File: src/shared/lgp_pkg.sv
package lgp_pkg;
    localparam int unsigned CH_NUM     = 16;
    localparam int unsigned GS_W       = 12;
    localparam int unsigned DC_W       = 6;
    localparam int unsigned CNT_W      = 13;
    localparam logic [12:0] CNT_END    = 13'h1000;
    localparam logic [5:0]  EE_DEFAULT = 6'h3f;
    localparam logic [5:0]  DC_RESET   = 6'h00;
    localparam int unsigned SYNC_W     = 9;

    // Register byte offsets.
    localparam logic [11:0] OFS_IRQ_STATUS = 12'h000;
    localparam logic [11:0] OFS_IRQ_MASK   = 12'h004;
    localparam logic [11:0] OFS_CTRL       = 12'h008;
    localparam logic [11:0] OFS_STATE      = 12'h00c;
    localparam logic [11:0] OFS_LOD_STATUS = 12'h010;

    // Interrupt status and mask bit positions.
    localparam int unsigned IRQ_LOD_BIT   = 0;
    localparam int unsigned IRQ_TEF_BIT   = 1;
    localparam int unsigned IRQ_LATCH_BIT = 2;
    localparam int unsigned IRQ_END_BIT   = 3;
    localparam int unsigned IRQ_W         = 4;

    // Control register bits.
    localparam int unsigned CTRL_SOFT_OFF_BIT = 0;
    localparam logic [31:0] CTRL_RESET        = 32'h0000_0000;
    localparam logic [3:0]  MASK_RESET        = 4'h0;

    // State register field positions.
    localparam int unsigned ST_CNT_LSB  = 0;
    localparam int unsigned ST_TEF_BIT  = 13;
    localparam int unsigned ST_MODE_BIT = 14;
    localparam int unsigned ST_ERR_BIT  = 15;
    localparam int unsigned ST_SRC_BIT  = 16;
endpackage

File: src/shared/lgp_pwm_if.sv
`timescale 1ns/1ns
interface lgp_pwm_if;
    logic [12:0] count;
    logic        blank;
    modport ctrl (output count, output blank);
    modport chan (input count, input blank);
endinterface

File: src/design/lgp_channel.sv
`timescale 1ns/1ns
module lgp_channel #(
    parameter int unsigned GS_W = lgp_pkg::GS_W
) (
    input  wire logic            clk_sys,
    input  wire logic            rst,
    lgp_pwm_if.chan              pwm,
    input  wire logic [GS_W-1:0] gs_value,
    output logic                 sink_on
);
    logic sink_on_ff;

    if (GS_W + 1 != lgp_pkg::CNT_W) begin : g_chk
        $error("GS_W must be one bit narrower than the shared PWM count");
    end

    always_ff @(posedge clk_sys) begin
        if (rst) begin
            sink_on_ff <= 1'b0;
        end else begin
            sink_on_ff <= !pwm.blank && (pwm.count < {1'b0, gs_value});
        end
    end

    assign sink_on = sink_on_ff;
endmodule

File: src/design/lgp_eeprom.sv
`timescale 1ns/1ns
module lgp_eeprom #(
    parameter int unsigned WORDS = lgp_pkg::CH_NUM,
    parameter int unsigned DW    = lgp_pkg::DC_W
) (
    input  wire logic                clk_sys,
    input  wire logic                rst,
    input  wire logic                wr_en,
    input  wire logic [WORDS*DW-1:0] wr_data,
    output logic      [WORDS*DW-1:0] rd_data
);
    logic [WORDS*DW-1:0] mem_ff;
    logic [WORDS*DW-1:0] rd_ff;

    if (WORDS < 1 || DW < 1) begin : g_chk
        $error("WORDS and DW must both be at least 1");
    end

    // The cells model non-volatile storage; the reset stands in for an
    // unprogrammed part, so every word starts at full scale.
    always_ff @(posedge clk_sys) begin
        if (rst) begin
            mem_ff <= {WORDS{lgp_pkg::EE_DEFAULT}};
        end else if (wr_en) begin
            mem_ff <= wr_data;
        end
    end

    always_ff @(posedge clk_sys) begin
        if (rst) begin
            rd_ff <= {WORDS{lgp_pkg::EE_DEFAULT}};
        end else begin
            rd_ff <= mem_ff;
        end
    end

    assign rd_data = rd_ff;
endmodule

File: src/design/lgp_driver.sv
// Local design decisions: the APB slave port and the register offsets.
`timescale 1ns/1ns
// Summary of operation
// - High force-off input turns every sink output off regardless of settings.
// - High force-off input also clears the grayscale counter to zero.
// - With force-off low and the soft-off control bit clear, each output follows its grayscale PWM comparison.
// - Correction source low selects EEPROM values, high selects the register.
// - Programming level with source select high copies register into EEPROM.
// - Unprogrammed EEPROM words read as full scale 3Fh.
// - Mode select low means grayscale mode, high means dot-correction mode.
// - Latch strobe high copies shift register transparently into the mode's register.
// - Latch strobe low holds both data registers unchanged.
// - Error output pulled low while overtemperature is active, or while open LED is active and outputs are not blanked.
// - The grayscale counter advances on the separate PWM reference clock.
// - Host shifts serial data in; device shifts it through to serial out.
// - Serial input captured on each shift clock rise, words sent MSB first.
// - Falling latch strobe captures per-channel open-LED bits into status.
module lgp_driver #(
    parameter int unsigned CHANNELS = lgp_pkg::CH_NUM
) (
    input  wire logic                              clk_sys,
    input  wire logic                              rst,
    input  wire logic [11:0]                       paddr,
    input  wire logic                              psel,
    input  wire logic                              penable,
    input  wire logic                              pwrite,
    input  wire logic [31:0]                       pwdata,
    output logic      [31:0]                       prdata,
    output logic                                   pready,
    output logic                                   pslverr,
    output logic                                   irq,
    input  wire logic                              shift_clock,
    input  wire logic                              serial_in,
    output logic                                   serial_out,
    input  wire logic                              latch_strobe,
    input  wire logic                              program_mode_sel,
    input  wire logic                              program_level,
    input  wire logic                              correction_source_sel,
    input  wire logic                              output_off_force,
    input  wire logic                              pwm_ref_clock,
    input  wire logic [CHANNELS-1:0]               open_led_detect,
    input  wire logic                              overtemp_flag,
    output logic      [CHANNELS-1:0]               sink_output,
    output logic      [CHANNELS*lgp_pkg::DC_W-1:0] dot_correction,
    output logic                                   error_flag_n_o,
    output logic                                   error_flag_n_oe
);
    localparam int unsigned GSL = CHANNELS * lgp_pkg::GS_W;
    localparam int unsigned DCL = CHANNELS * lgp_pkg::DC_W;
    localparam int unsigned AW  = lgp_pkg::SYNC_W + CHANNELS;

    if (CHANNELS < 1 || CHANNELS > 16) begin : g_chk
        $error("CHANNELS must lie between 1 and 16");
    end

    // Pin synchronisers: every pin passes two flops before any logic.
    logic [AW-1:0] sync1_ff;
    logic [AW-1:0] sync2_ff;
    logic [2:0]    prev_ff;

    always_ff @(posedge clk_sys) begin
        if (rst) begin
            sync1_ff <= '0;
            sync2_ff <= '0;
        end else begin
            sync1_ff <= {open_led_detect, overtemp_flag, pwm_ref_clock, output_off_force,
                         correction_source_sel, program_level, program_mode_sel,
                         latch_strobe, serial_in, shift_clock};
            sync2_ff <= sync1_ff;
        end
    end

    // Shift clock, latch strobe and PWM clock keep a third stage here; the interrupt edge flops sit below, so no flop goes unread.
    always_ff @(posedge clk_sys) begin
        if (rst) begin
            prev_ff <= 3'h0;
        end else begin
            prev_ff <= {sync2_ff[7], sync2_ff[2], sync2_ff[0]};
        end
    end

    logic                sclk_s;
    logic                sin_s;
    logic                latch_s;
    logic                mode_s;
    logic                plvl_s;
    logic                csel_s;
    logic                force_s;
    logic                tef_s;
    logic [CHANNELS-1:0] lod_s;
    logic                sclk_rise;
    logic                latch_fall;
    logic                pwm_rise;

    assign sclk_s     = sync2_ff[0];
    assign sin_s      = sync2_ff[1];
    assign latch_s    = sync2_ff[2];
    assign mode_s     = sync2_ff[3];
    assign plvl_s     = sync2_ff[4];
    assign csel_s     = sync2_ff[5];
    assign force_s    = sync2_ff[6];
    assign tef_s      = sync2_ff[8];
    assign lod_s      = sync2_ff[AW-1:lgp_pkg::SYNC_W];
    assign sclk_rise  = sync2_ff[0] && !prev_ff[0];
    assign latch_fall = !sync2_ff[2] && prev_ff[1];
    assign pwm_rise   = sync2_ff[7] && !prev_ff[2];

    // Software registers.
    logic [lgp_pkg::IRQ_W-1:0] irq_status_ff;
    logic [lgp_pkg::IRQ_W-1:0] irq_mask_ff;
    logic [31:0]               ctrl_ff;
    logic                      blank;

    assign blank = force_s || ctrl_ff[lgp_pkg::CTRL_SOFT_OFF_BIT];

    // Input shift register: grayscale mode uses the whole length, dot-correction
    // mode only the low part, so serial out taps the end of the active frame.
    logic [GSL-1:0] sr_ff;
    logic           serial_out_ff;
    // A shift takes priority over a status load in the same cycle; the host must
    // not clock data while the strobe falls, or that status word is lost.

    always_ff @(posedge clk_sys) begin
        if (rst) begin
            sr_ff <= '0;
        end else if (sclk_rise) begin
            sr_ff <= {sr_ff[GSL-2:0], sin_s};
        end else if (latch_fall && !mode_s) begin
            // Status goes to the head of the frame so it leaves first.
            sr_ff <= {lod_s, tef_s, sr_ff[GSL-CHANNELS-2:0]};
        end
    end

    always_ff @(posedge clk_sys) begin
        if (rst) begin
            serial_out_ff <= 1'b0;
        end else begin
            serial_out_ff <= mode_s ? sr_ff[DCL-1] : sr_ff[GSL-1];
        end
    end

    assign serial_out = serial_out_ff;

    // Each data register is transparent while the strobe stays high and its own mode is selected.
    logic [GSL-1:0] gs_reg_ff;
    logic [DCL-1:0] dc_reg_ff;

    always_ff @(posedge clk_sys) begin
        if (rst) begin
            gs_reg_ff <= '0;
        end else if (latch_s && !mode_s) begin
            gs_reg_ff <= sr_ff;
        end
    end

    always_ff @(posedge clk_sys) begin
        if (rst) begin
            dc_reg_ff <= {CHANNELS{lgp_pkg::DC_RESET}};
        end else if (latch_s && mode_s) begin
            dc_reg_ff <= sr_ff[DCL-1:0];
        end
    end

    // Open-LED status captured at the end of each strobe pulse.
    logic [CHANNELS-1:0] lod_status_ff;

    always_ff @(posedge clk_sys) begin
        if (rst) begin
            lod_status_ff <= '0;
        end else if (latch_fall) begin
            lod_status_ff <= lod_s;
        end
    end

    // Grayscale counter. It parks at its end so that a late latch or a slow
    // host never wraps into a second, unrequested cycle.
    logic [lgp_pkg::CNT_W-1:0] cnt_ff;
    logic                      cycle_end;

    assign cycle_end = pwm_rise && !blank && (cnt_ff == lgp_pkg::CNT_END - 13'h0001);

    always_ff @(posedge clk_sys) begin
        if (rst) begin
            cnt_ff <= '0;
        end else if (blank) begin
            cnt_ff <= '0;
        end else if (pwm_rise && cnt_ff != lgp_pkg::CNT_END) begin
            cnt_ff <= cnt_ff + 13'h0001;
        end
    end

    lgp_pwm_if pwm_bus ();

    assign pwm_bus.count = cnt_ff;
    assign pwm_bus.blank = blank;

    for (genvar i = 0; i < CHANNELS; i++) begin : g_ch
        lgp_channel #(
            .GS_W (lgp_pkg::GS_W)
        ) u_ch (
            .clk_sys  (clk_sys),
            .rst      (rst),
            .pwm      (pwm_bus.chan),
            .gs_value (gs_reg_ff[i*lgp_pkg::GS_W +: lgp_pkg::GS_W]),
            .sink_on  (sink_output[i])
        );
    end

    // Dot correction source and EEPROM programming.
    logic           ee_we;
    logic [DCL-1:0] ee_q;
    logic [DCL-1:0] dc_out_ff;

    assign ee_we = plvl_s && csel_s;

    lgp_eeprom #(
        .WORDS (CHANNELS),
        .DW    (lgp_pkg::DC_W)
    ) u_ee (
        .clk_sys (clk_sys),
        .rst     (rst),
        .wr_en   (ee_we),
        .wr_data (dc_reg_ff),
        .rd_data (ee_q)
    );

    always_ff @(posedge clk_sys) begin
        if (rst) begin
            dc_out_ff <= {CHANNELS{lgp_pkg::EE_DEFAULT}};
        end else begin
            dc_out_ff <= csel_s ? dc_reg_ff : ee_q;
        end
    end

    assign dot_correction = dc_out_ff;

    // Error pin: open drain, so only the low level is ever driven. Open-LED
    // errors are hidden while blanked, since the sinks are off then anyway.
    logic err_oe_ff;

    always_ff @(posedge clk_sys) begin
        if (rst) begin
            err_oe_ff <= 1'b0;
        end else begin
            err_oe_ff <= tef_s || ((|lod_s) && !blank);
        end
    end

    assign error_flag_n_o  = 1'b0;
    assign error_flag_n_oe = err_oe_ff;

    // APB slave: zero wait states, read data prepared in the setup cycle.
    // A live field such as the counter therefore reads as it stood at the setup
    // edge; registering the data keeps prdata steady through the access phase.
    logic        wr_acc;
    logic        rd_setup;
    logic        mapped;
    logic [31:0] rd_mux;
    logic [31:0] prdata_ff;
    logic        tef_prev_ff;
    logic        lod_any_prev_ff;
    logic [lgp_pkg::IRQ_W-1:0] ev;
    logic [lgp_pkg::IRQ_W-1:0] w1c;

    assign mapped   = (paddr == lgp_pkg::OFS_IRQ_STATUS) || (paddr == lgp_pkg::OFS_IRQ_MASK)
                   || (paddr == lgp_pkg::OFS_CTRL) || (paddr == lgp_pkg::OFS_STATE)
                   || (paddr == lgp_pkg::OFS_LOD_STATUS);
    assign wr_acc   = psel && penable && pwrite && mapped;
    assign rd_setup = psel && !penable && !pwrite;
    assign pready   = 1'b1;
    assign pslverr  = psel && penable && !mapped;

    always_comb begin
        rd_mux = 32'h0000_0000;
        unique case (paddr)
            lgp_pkg::OFS_IRQ_STATUS: rd_mux[lgp_pkg::IRQ_W-1:0] = irq_status_ff;
            lgp_pkg::OFS_IRQ_MASK:   rd_mux[lgp_pkg::IRQ_W-1:0] = irq_mask_ff;
            lgp_pkg::OFS_CTRL:       rd_mux = ctrl_ff;
            lgp_pkg::OFS_STATE: begin
                rd_mux[lgp_pkg::ST_CNT_LSB +: lgp_pkg::CNT_W] = cnt_ff;
                rd_mux[lgp_pkg::ST_TEF_BIT]  = tef_s;
                rd_mux[lgp_pkg::ST_MODE_BIT] = mode_s;
                rd_mux[lgp_pkg::ST_ERR_BIT]  = err_oe_ff;
                rd_mux[lgp_pkg::ST_SRC_BIT]  = csel_s;
            end
            lgp_pkg::OFS_LOD_STATUS: rd_mux[CHANNELS-1:0] = lod_status_ff;
            default:                 rd_mux = 32'h0000_0000;
        endcase
    end

    always_ff @(posedge clk_sys) begin
        if (rst) begin
            prdata_ff <= 32'h0000_0000;
        end else if (rd_setup) begin
            prdata_ff <= rd_mux;
        end
    end

    assign prdata = prdata_ff;

    always_ff @(posedge clk_sys) begin
        if (rst) begin
            ctrl_ff     <= lgp_pkg::CTRL_RESET;
            irq_mask_ff <= lgp_pkg::MASK_RESET;
        end else if (wr_acc && paddr == lgp_pkg::OFS_CTRL) begin
            ctrl_ff <= {31'h0000_0000, pwdata[lgp_pkg::CTRL_SOFT_OFF_BIT]};
        end else if (wr_acc && paddr == lgp_pkg::OFS_IRQ_MASK) begin
            irq_mask_ff <= pwdata[lgp_pkg::IRQ_W-1:0];
        end
    end

    // Interrupt events; a new event in the clearing cycle survives the clear.
    always_ff @(posedge clk_sys) begin
        if (rst) begin
            tef_prev_ff     <= 1'b0;
            lod_any_prev_ff <= 1'b0;
        end else begin
            tef_prev_ff     <= tef_s;
            lod_any_prev_ff <= |lod_s;
        end
    end

    always_comb begin
        ev = '0;
        ev[lgp_pkg::IRQ_LOD_BIT]   = (|lod_s) && !lod_any_prev_ff;
        ev[lgp_pkg::IRQ_TEF_BIT]   = tef_s && !tef_prev_ff;
        ev[lgp_pkg::IRQ_LATCH_BIT] = latch_fall;
        ev[lgp_pkg::IRQ_END_BIT]   = cycle_end;
        w1c = (wr_acc && paddr == lgp_pkg::OFS_IRQ_STATUS) ? pwdata[lgp_pkg::IRQ_W-1:0] : '0;
    end

    always_ff @(posedge clk_sys) begin
        if (rst) begin
            irq_status_ff <= '0;
        end else begin
            irq_status_ff <= (irq_status_ff & ~w1c) | ev;
        end
    end

    assign irq = |(irq_status_ff & irq_mask_ff);
endmodule

File: config.mk
export PLATFORM = sky130hd
export DESIGN_NAME = lgp_driver
export DESIGN_NICKNAME = d
export VERILOG_FILES = /design/src/shared/lgp_pkg.sv /design/src/shared/lgp_pwm_if.sv /design/src/design/lgp_channel.sv /design/src/design/lgp_eeprom.sv /design/src/design/lgp_driver.sv
export SDC_FILE = /design/constraint.sdc
export NUM_CORES = 2
export LEC_CHECK = 0
export ABC_AREA = 1
export BUFFER_PORTS_ARGS = -buffer_cell sky130_fd_sc_hd__buf_4
export CAP_MARGIN = 25
export CELL_PAD_IN_SITES_DETAIL_PLACEMENT = 0
export CELL_PAD_IN_SITES_GLOBAL_PLACEMENT = 1
export CORE_MARGIN = 5
export CORE_UTILIZATION = 40
export DETAILED_ROUTE_END_ITERATION = 10
export MAX_ROUTING_LAYER = met4
export PLACE_DENSITY = 0.75
export SYNTH_ARGS = -nofsm -noshare
export SYNTH_HDL_FRONTEND = slang
export SYNTH_HIERARCHICAL = 1
export SYNTH_SLANG_ARGS = --single-unit
File: constraint.sdc
create_clock -name clk_sys -period 1.85 [get_ports clk_sys]
set_input_delay 0.0925 -clock clk_sys [delete_from_list [all_inputs] [get_ports clk_sys]]
set_output_delay 0.0925 -clock clk_sys [all_outputs]
set_load 0.01 [all_outputs]
== Word level (Yosys, flattened, before mapping) ==
Cells that the tools add are included.
Cells by class
  add/subtract/negate cells: 1
  $lt $le $gt $ge: 16
  equality and inequality tests: 6
  mux-type cells: 8
  bitwise logic cells: 5
  reduce and logical (&&, ||, !) cells: 60
Operator list (count)
  2-to-1 mux 192 bit: 2
  less-than comparator 13 x 12 -> 1 bit: 16
  2-to-1 mux 96 bit: 1
  logical AND 1 bit: 38
  == test 12 x 4 -> 1 bit, second input constant: 2
  one-hot mux 12 bit (2 select lines): 1
  one-hot mux 4 bit (5 select lines): 1
  OR reduction 16 bit: 1
  adder 13 x 1 -> 13 bit, second input constant: 1
  == test 13 x 12 -> 1 bit, second input constant: 1
  != test 13 bit, second input constant: 1
  == test 12 x 3 -> 1 bit, second input constant: 1
  == test 12 x 5 -> 1 bit, second input constant: 1
  logical NOT 12 bit: 1
  logical NOT 1 bit: 10
  bitwise AND 4 bit: 2
  logical OR 1 bit: 6
  2-to-1 mux 4 bit: 1
  inverter 4 bit: 1
  OR 4 bit: 1
  OR reduction 4 bit: 1
  2-to-1 mux 1 bit: 2
  AND reduction 2 bit: 1
  nonzero test 2 bit: 1
  2 further kinds: 2
Word-level totals
  bits in registers: 896
  bits of input ports: 74
  output and inout bits: 150
  word-level logic and storage cells: 132

== Longest topological paths before layout ==
  depth after elaboration: 11
  mapped depth: 11
  gate-level depth less buffers: 10

== By module ==
The synthesis kept the hierarchy.
By module, submodules not included
  lgp_driver: instances 1, cells an instance 3138, area each 24430.9 um^2, seq. area each 13773.2 um^2
  lgp_eeprom: instances 1, cells an instance 619, area each 5863.1 um^2, seq. area each 3843.7 um^2
  lgp_channel: instances 16, cells an instance 62, area each 359.1 um^2, seq. area each 20.0 um^2

== Least setup slack after synthesis ==
Ideal clock, no wire load.
  path type: register -> register
  start: reg cnt_ff[12] (netlist name)
  end: reg cnt_ff[12] (netlist name)
  library setup time: 0.122 ns
  arrival time: 1.887 ns
  data required time: 1.728 ns
  slack: -0.159 ns
  cell stages (with the launch flop): 9
  path buffers: 1
  period minus slack after synthesis: 2.009 ns
  cell sequence: dfxtp_1 > inv_1 > nor2_1 > nand2_1 > nand2_2 > inv_2 > buf_4 > o21ai_0 > a21oi_1
Between the ends
  longest elaborated chain between the ends: 2
  elaborated cells between the ends (all ways): 3
  classes of those cells: add/sub (1); eq/ne (1); reduce/logical (1)
RTL lines
  start: declaration: line lgp_driver.sv:177  | logic [lgp_pkg::CNT_W-1:0] cnt_ff;
  start signal: assignment: line lgp_driver.sv:188  | cnt_ff <= cnt_ff + 13'h0001;
  branches (longest 2 deep; another with adder 13 x 1 -> 13 bit)
Parallel ways; which one is timed is not known.
A chain may end at the register's enable or synchronous reset.

== Worst setup path after layout ==
  start: in paddr[9]
  end: reg irq_mask_ff[1] (netlist name)
Between the ends
  longest elaborated chain between the ends: 9
  elaborated cells between the ends (all ways): 14
  classes of those cells: eq/ne (4); bitwise (1); reduce/logical (9)
RTL lines
  start: declaration: line lgp_driver.sv:23  | input wire logic [11:0] paddr,
  == test 12 x 3 -> 1 bit / logical NOT 12 bit (equally long branches): line lgp_driver.sv:265, lgp_driver.sv:307
  logical OR 1 bit: line lgp_driver.sv:265  | assign mapped = (paddr == lgp_pkg::OFS_IRQ_STATUS) || (paddr == lgp_pkg::OFS_IRQ_MASK)
  logical OR 1 bit (2 in series): line lgp_driver.sv:266  | || (paddr == lgp_pkg::OFS_CTRL) || (paddr == lgp_pkg::OFS_STATE)
  logical OR 1 bit: line lgp_driver.sv:267  | || (paddr == lgp_pkg::OFS_LOD_STATUS);
  logical AND 1 bit: line lgp_driver.sv:268  | assign wr_acc = psel && penable && pwrite && mapped;
  logical AND 1 bit: line lgp_driver.sv:305  | end else if (wr_acc && paddr == lgp_pkg::OFS_CTRL) begin
  inverter 1 bit (no line)
  AND reduction 2 bit (no line) *
  end signal: assignment: line lgp_driver.sv:304  | irq_mask_ff <= lgp_pkg::MASK_RESET;
  end signal: assignment: line lgp_driver.sv:308  | irq_mask_ff <= pwdata[lgp_pkg::IRQ_W-1:0];
  end: declaration: line lgp_driver.sv:110  | logic [lgp_pkg::IRQ_W-1:0] irq_mask_ff;
Mark *: on every way between the ends. The rest lies on a longest branch, timed or not.

==> metrics.md <==
| Metric | Value |
|---|---|
| Outcome | complete, no violations |
| Synth cell count leaders | 1,095 x sky130_fd_sc_hd__nor2_1, 896 x sky130_fd_sc_hd__dfxtp_1, 775 x sky130_fd_sc_hd__nand2_1 |
| IO Pins | around 220 |
| Fraction of final layout cells sized beyond drive strength 1 | a little over a tenth |
| Post-DRT Antenna Nets | 0 |
| Netlist area before placement | about 36,000 µm² |
| Clock skew after layout | between 0.015 and 0.02 ns |
| Wire length of the first global-routing pass | roughly 150,000 µm |
| Clock-pin slew on the worst setup and hold paths | 0.06 ns |
| CTS H-tree lvls | 3 |
| Fill cells | 9,052 |
| Flops & latches, synth | 896 |
| Highest Clock Rate | 563 MHz |
| CTS tree | done |
| Initial antenna violation count | 1 |
| R2r endpoint | sr_ff[90] |
| Final-report hold violation count | 0 |
| Clock period minus final worst setup slack | 1.77 ns |
| Count of mapped cells out of synthesis | around 4,700 |
| Slowest CP cell | sky130_fd_sc_hd__dlygate4sd3_1 |
| Max-slew violation count | 0 |
| Number of distinct library cells after synthesis | 42 |
| VDD IR-drop max | between 0.6 and 0.7 mV |
| Area share of the largest cell type after synthesis | 49.8% |
| Sequential cell area fraction in the yosys report | between 40% and 50% |
| Later-pin clock latency in the skew report | 0.67 ns |
| Average wire length per cell after detail routing | 14.8 µm |
| Area grow syn2layout | 19.0% |
| Peak fanout along the critical path | 13 |
| Family with the most delay on the worst path | buffers and inverters |
| Final RePlAce weighted congestion | ~0.8 |
| Slew at the pin closest to its max-slew limit | roughly 0.86 ns |
| Floorplan row count | 110 |
| Starting density of the core | 40.2% |
| Post-Syn Area per Cell | about 7.6 µm² |
| Synth async-reset ratio | 0% |
| Clk root buf | sky130_fd_sc_hd__clkbuf_16 |
| Diodes inserted | 0 |
| Required time of the critical path | between 2 and 2.5 ns |
| Leading register cell type out of synthesis | sky130_fd_sc_hd__dfxtp_1 |
| Clock sinks | 896 |
| Via count normalized by instance count | 4.70 |
| Number of enable-type register cells in the synthesized netlist | 0 |
| Total number of vias | just under 30,000 |
| Critical Path Max Stage Delay | roughly 0.58 ns |
| Floorplan die area | between 90,000 and 100,000 µm² |
| Setup repair after global routing missed its margin | false |
| Total Neg Setup Slack | 0 ns |
| Cell with the most instances after synthesis | sky130_fd_sc_hd__nor2_1 |
| Number of global-route vias before repair | 27,480 |
| Pleak | 0.0201 µW |
| Maximum capacitance violations | 0 |
| R2r worst-path depth | 6 |
| First-pass detailed-route iteration total | 5 |
| Number of design rule violations left after detail routing | 0 |
| PwrDens | between 1000 and 1500 nW/µm² |
| Core Area | around 90,000 µm² |
| Global Route Usage Sum | 19.4% |
| WHS Path Cells | 5 |
| Total global routing overflow | 0 |
| Startpoint Class | input pin |
| Placed wire-length estimate | between 50,000 and 60,000 µm |
| Setup violation total in the final timing report | 0 |
| Normalized max-slew margin | roughly 43% |
| Share of the clock period used by the worst path | between 90% and 100% |
| Number of port buffers | between 150 and 200 |
| Detailed-route wire length | ~91,000 µm |
| Starting DRT DRC Count | slightly below 2,000 |
| Worst setup path class | input pin to register |
| Max Root-Sink Buffers | 3 |
| Endpoint, Worst Hold | sr_ff[100] |
| Pin count of the biggest net entering global routing | a little under 100 |
| Critical path buffers and inverters | 3 |
| Post-CTS setup buffers | 0 |
| Flop-to-flop setup slack | between 0.15 and 0.2 ns |
| Die Y-Extent | between 300 and 400 µm |
| Area contributors post-synth | sky130_fd_sc_hd__dfxtp_1 50%, sky130_fd_sc_hd__nor2_1 11%, sky130_fd_sc_hd__nand2_1 8.1% |
| Cell taking the most area after synthesis | sky130_fd_sc_hd__dfxtp_1 |
| Worst setup EP type | register |
| Post-Route Utilization | ~48% |
| Class of the most critical hold timing path | input pin to register |
| Cell-by-cell trace of the critical path | buf_4, nor2_2, nand2_4, nor2_4, nand2_4, nand3_4, nand4_1, dlygate4sd3_1, nand2_1, nor2_1, dlygate4sd3_1 |
| WP data arrival | roughly 2.3 ns |
| Warnings, synthesis | 6 |
| CP startpoint | paddr[9] |
| Post-layout nets | about 5,200 |
| Die span in x | about 310 µm |
| Total clock buffers created by CTS | 95 |
| Startpoint of the worst register-to-register path | sync2_ff[0] |
| Hold path startpoint | rst |
[logic make-up after synthesis]
group	after synthesis	synth area share, %
buffers and inverters	711	8.09
and+or+nand+nor	2309	26.2
adders and majority gates	178	6.18
DFF	896	49.8
xor gates and xnor gates	6	0.146
other	2	0.0208
AOI/OAI and AO/OA	647	9.56
[worst max-delay path by stage]
| stage | end | slack (ns) | cells past startpoint |
|---|---|---|---|
| after global placement | sr_ff[176] | 0.06 | 5 |
| after global routing | irq_mask_ff[1] | 0.03 | 11 |
| after CTS | irq_mask_ff[1] | 0.03 | 10 |
| after detailed placement | g_ch[10].u_ch/sink_on | 0.23 | 10 |
| final | irq_mask_ff[1] | 0.08 | 11 |
| after floorplan | cnt_ff[3] | 0.12 | 10 |
[registers in the layout, indices dropped and copies added (netlist names)]
register,flops
cnt_ff,13
ctrl_ff,1
dc_reg_ff,96
dot_correction,96
error_flag_n_oe,1
g_ch.u_ch/sink_on,16
gs_reg_ff,192
irq_mask_ff,4
irq_status_ff,4
lod_any_prev_ff,1
lod_status_ff,16
prdata,17
prev_ff,3
serial_out,1
sr_ff,192
sync1_ff,25
sync2_ff,25
tef_prev_ff,1
u_ee/mem_ff,96
u_ee/rd_data,96
[metrics by stage]
step	area, µm²	hold slack (ns)	setup WS [ns]	power (µW)	std cells
detailed placement	38800	0.298	0.227	23700	5936
global placement	38800	0.298	0.0593	23700	5935
CTS	42900	0.00446	0.0287	44000	6187
global route	42900	0.0547	0.0342	45200	6187
floorplan	36100	0.165	0.122	22600	4764
finish	42900	0.0675	0.0751	43400	6187
[where the power goes]
part	total [µW]	switching [µW]	internal (µW)
Clock	20000	8030	11900
Combinational	2910	1770	1140
Sequential	20500	477	20000
Total	43400	10300	33100
[cells in the final DEF, fill, tap and decap left out, types with 12 or more instances in the layout]
master / n
sky130_fd_sc_hd__dlygate4sd3_1: 74
sky130_fd_sc_hd__a21oi_2: 16
sky130_fd_sc_hd__nand2_1: 775
sky130_fd_sc_hd__buf_4: 230
sky130_fd_sc_hd__nor2_1: 1095
sky130_fd_sc_hd__inv_2: 12
sky130_fd_sc_hd__dfxtp_1: 894
sky130_fd_sc_hd__a21oi_1: 66
sky130_fd_sc_hd__nor3_1: 24
sky130_fd_sc_hd__clkinv_2: 19
sky130_fd_sc_hd__buf_12: 36
sky130_fd_sc_hd__o21ai_0: 360
sky130_fd_sc_hd__clkbuf_8: 23
sky130_fd_sc_hd__clkbuf_1: 19
sky130_fd_sc_hd__or2_1: 40
sky130_fd_sc_hd__o21ai_1: 157
sky130_fd_sc_hd__conb_1: 17
sky130_fd_sc_hd__clkbuf_16: 95
sky130_fd_sc_hd__inv_1: 424
sky130_fd_sc_hd__a31oi_1: 17
sky130_fd_sc_hd__or2_2: 56
sky130_fd_sc_hd__ha_1: 178
sky130_fd_sc_hd__nand3_1: 285
[layer usage]
| metal | GRT usage [%] | part of all wire, % |
|---|---|---|
| met3 | 2.73 | 4.0 |
| met1 | 26.5 | 49 |
| met4 | 4.50 | 1.7 |
| met2 | 30.9 | 45 |
| met5 | - | 0 |
[what timing repair did]
action | 4_1_cts | 5_1_grt
hold buffers | 77 | 0
setup endpoints to repair | 0 | 4
hold endpoints to repair | 110 | 0
resized for setup | 0 | 1
[area by class of cell]
cell class                      instances  area, µm²  area share, %
Sequential cell                       896      17900           41.8
Tap cell                             1176       1470           3.43
Clock inverter                         37        524           1.22
Clock buffer                          137       2770           6.45
Inverter                              440       1670           3.89
Timing Repair Buffer                  344       3250           7.59
Multi-Input combinational cell       3157      15300           35.6
[worst register-to-register path: cells and delay by family, from the launching register on]
kind | cells | cell delay [ns]
buf+inv | 3 | 0.94
compound gates | 1 | 0.12
flops | 1 | 0.31
simple gates | 2 | 0.24
Note: power is estimated with default switching activity, not from simulation.
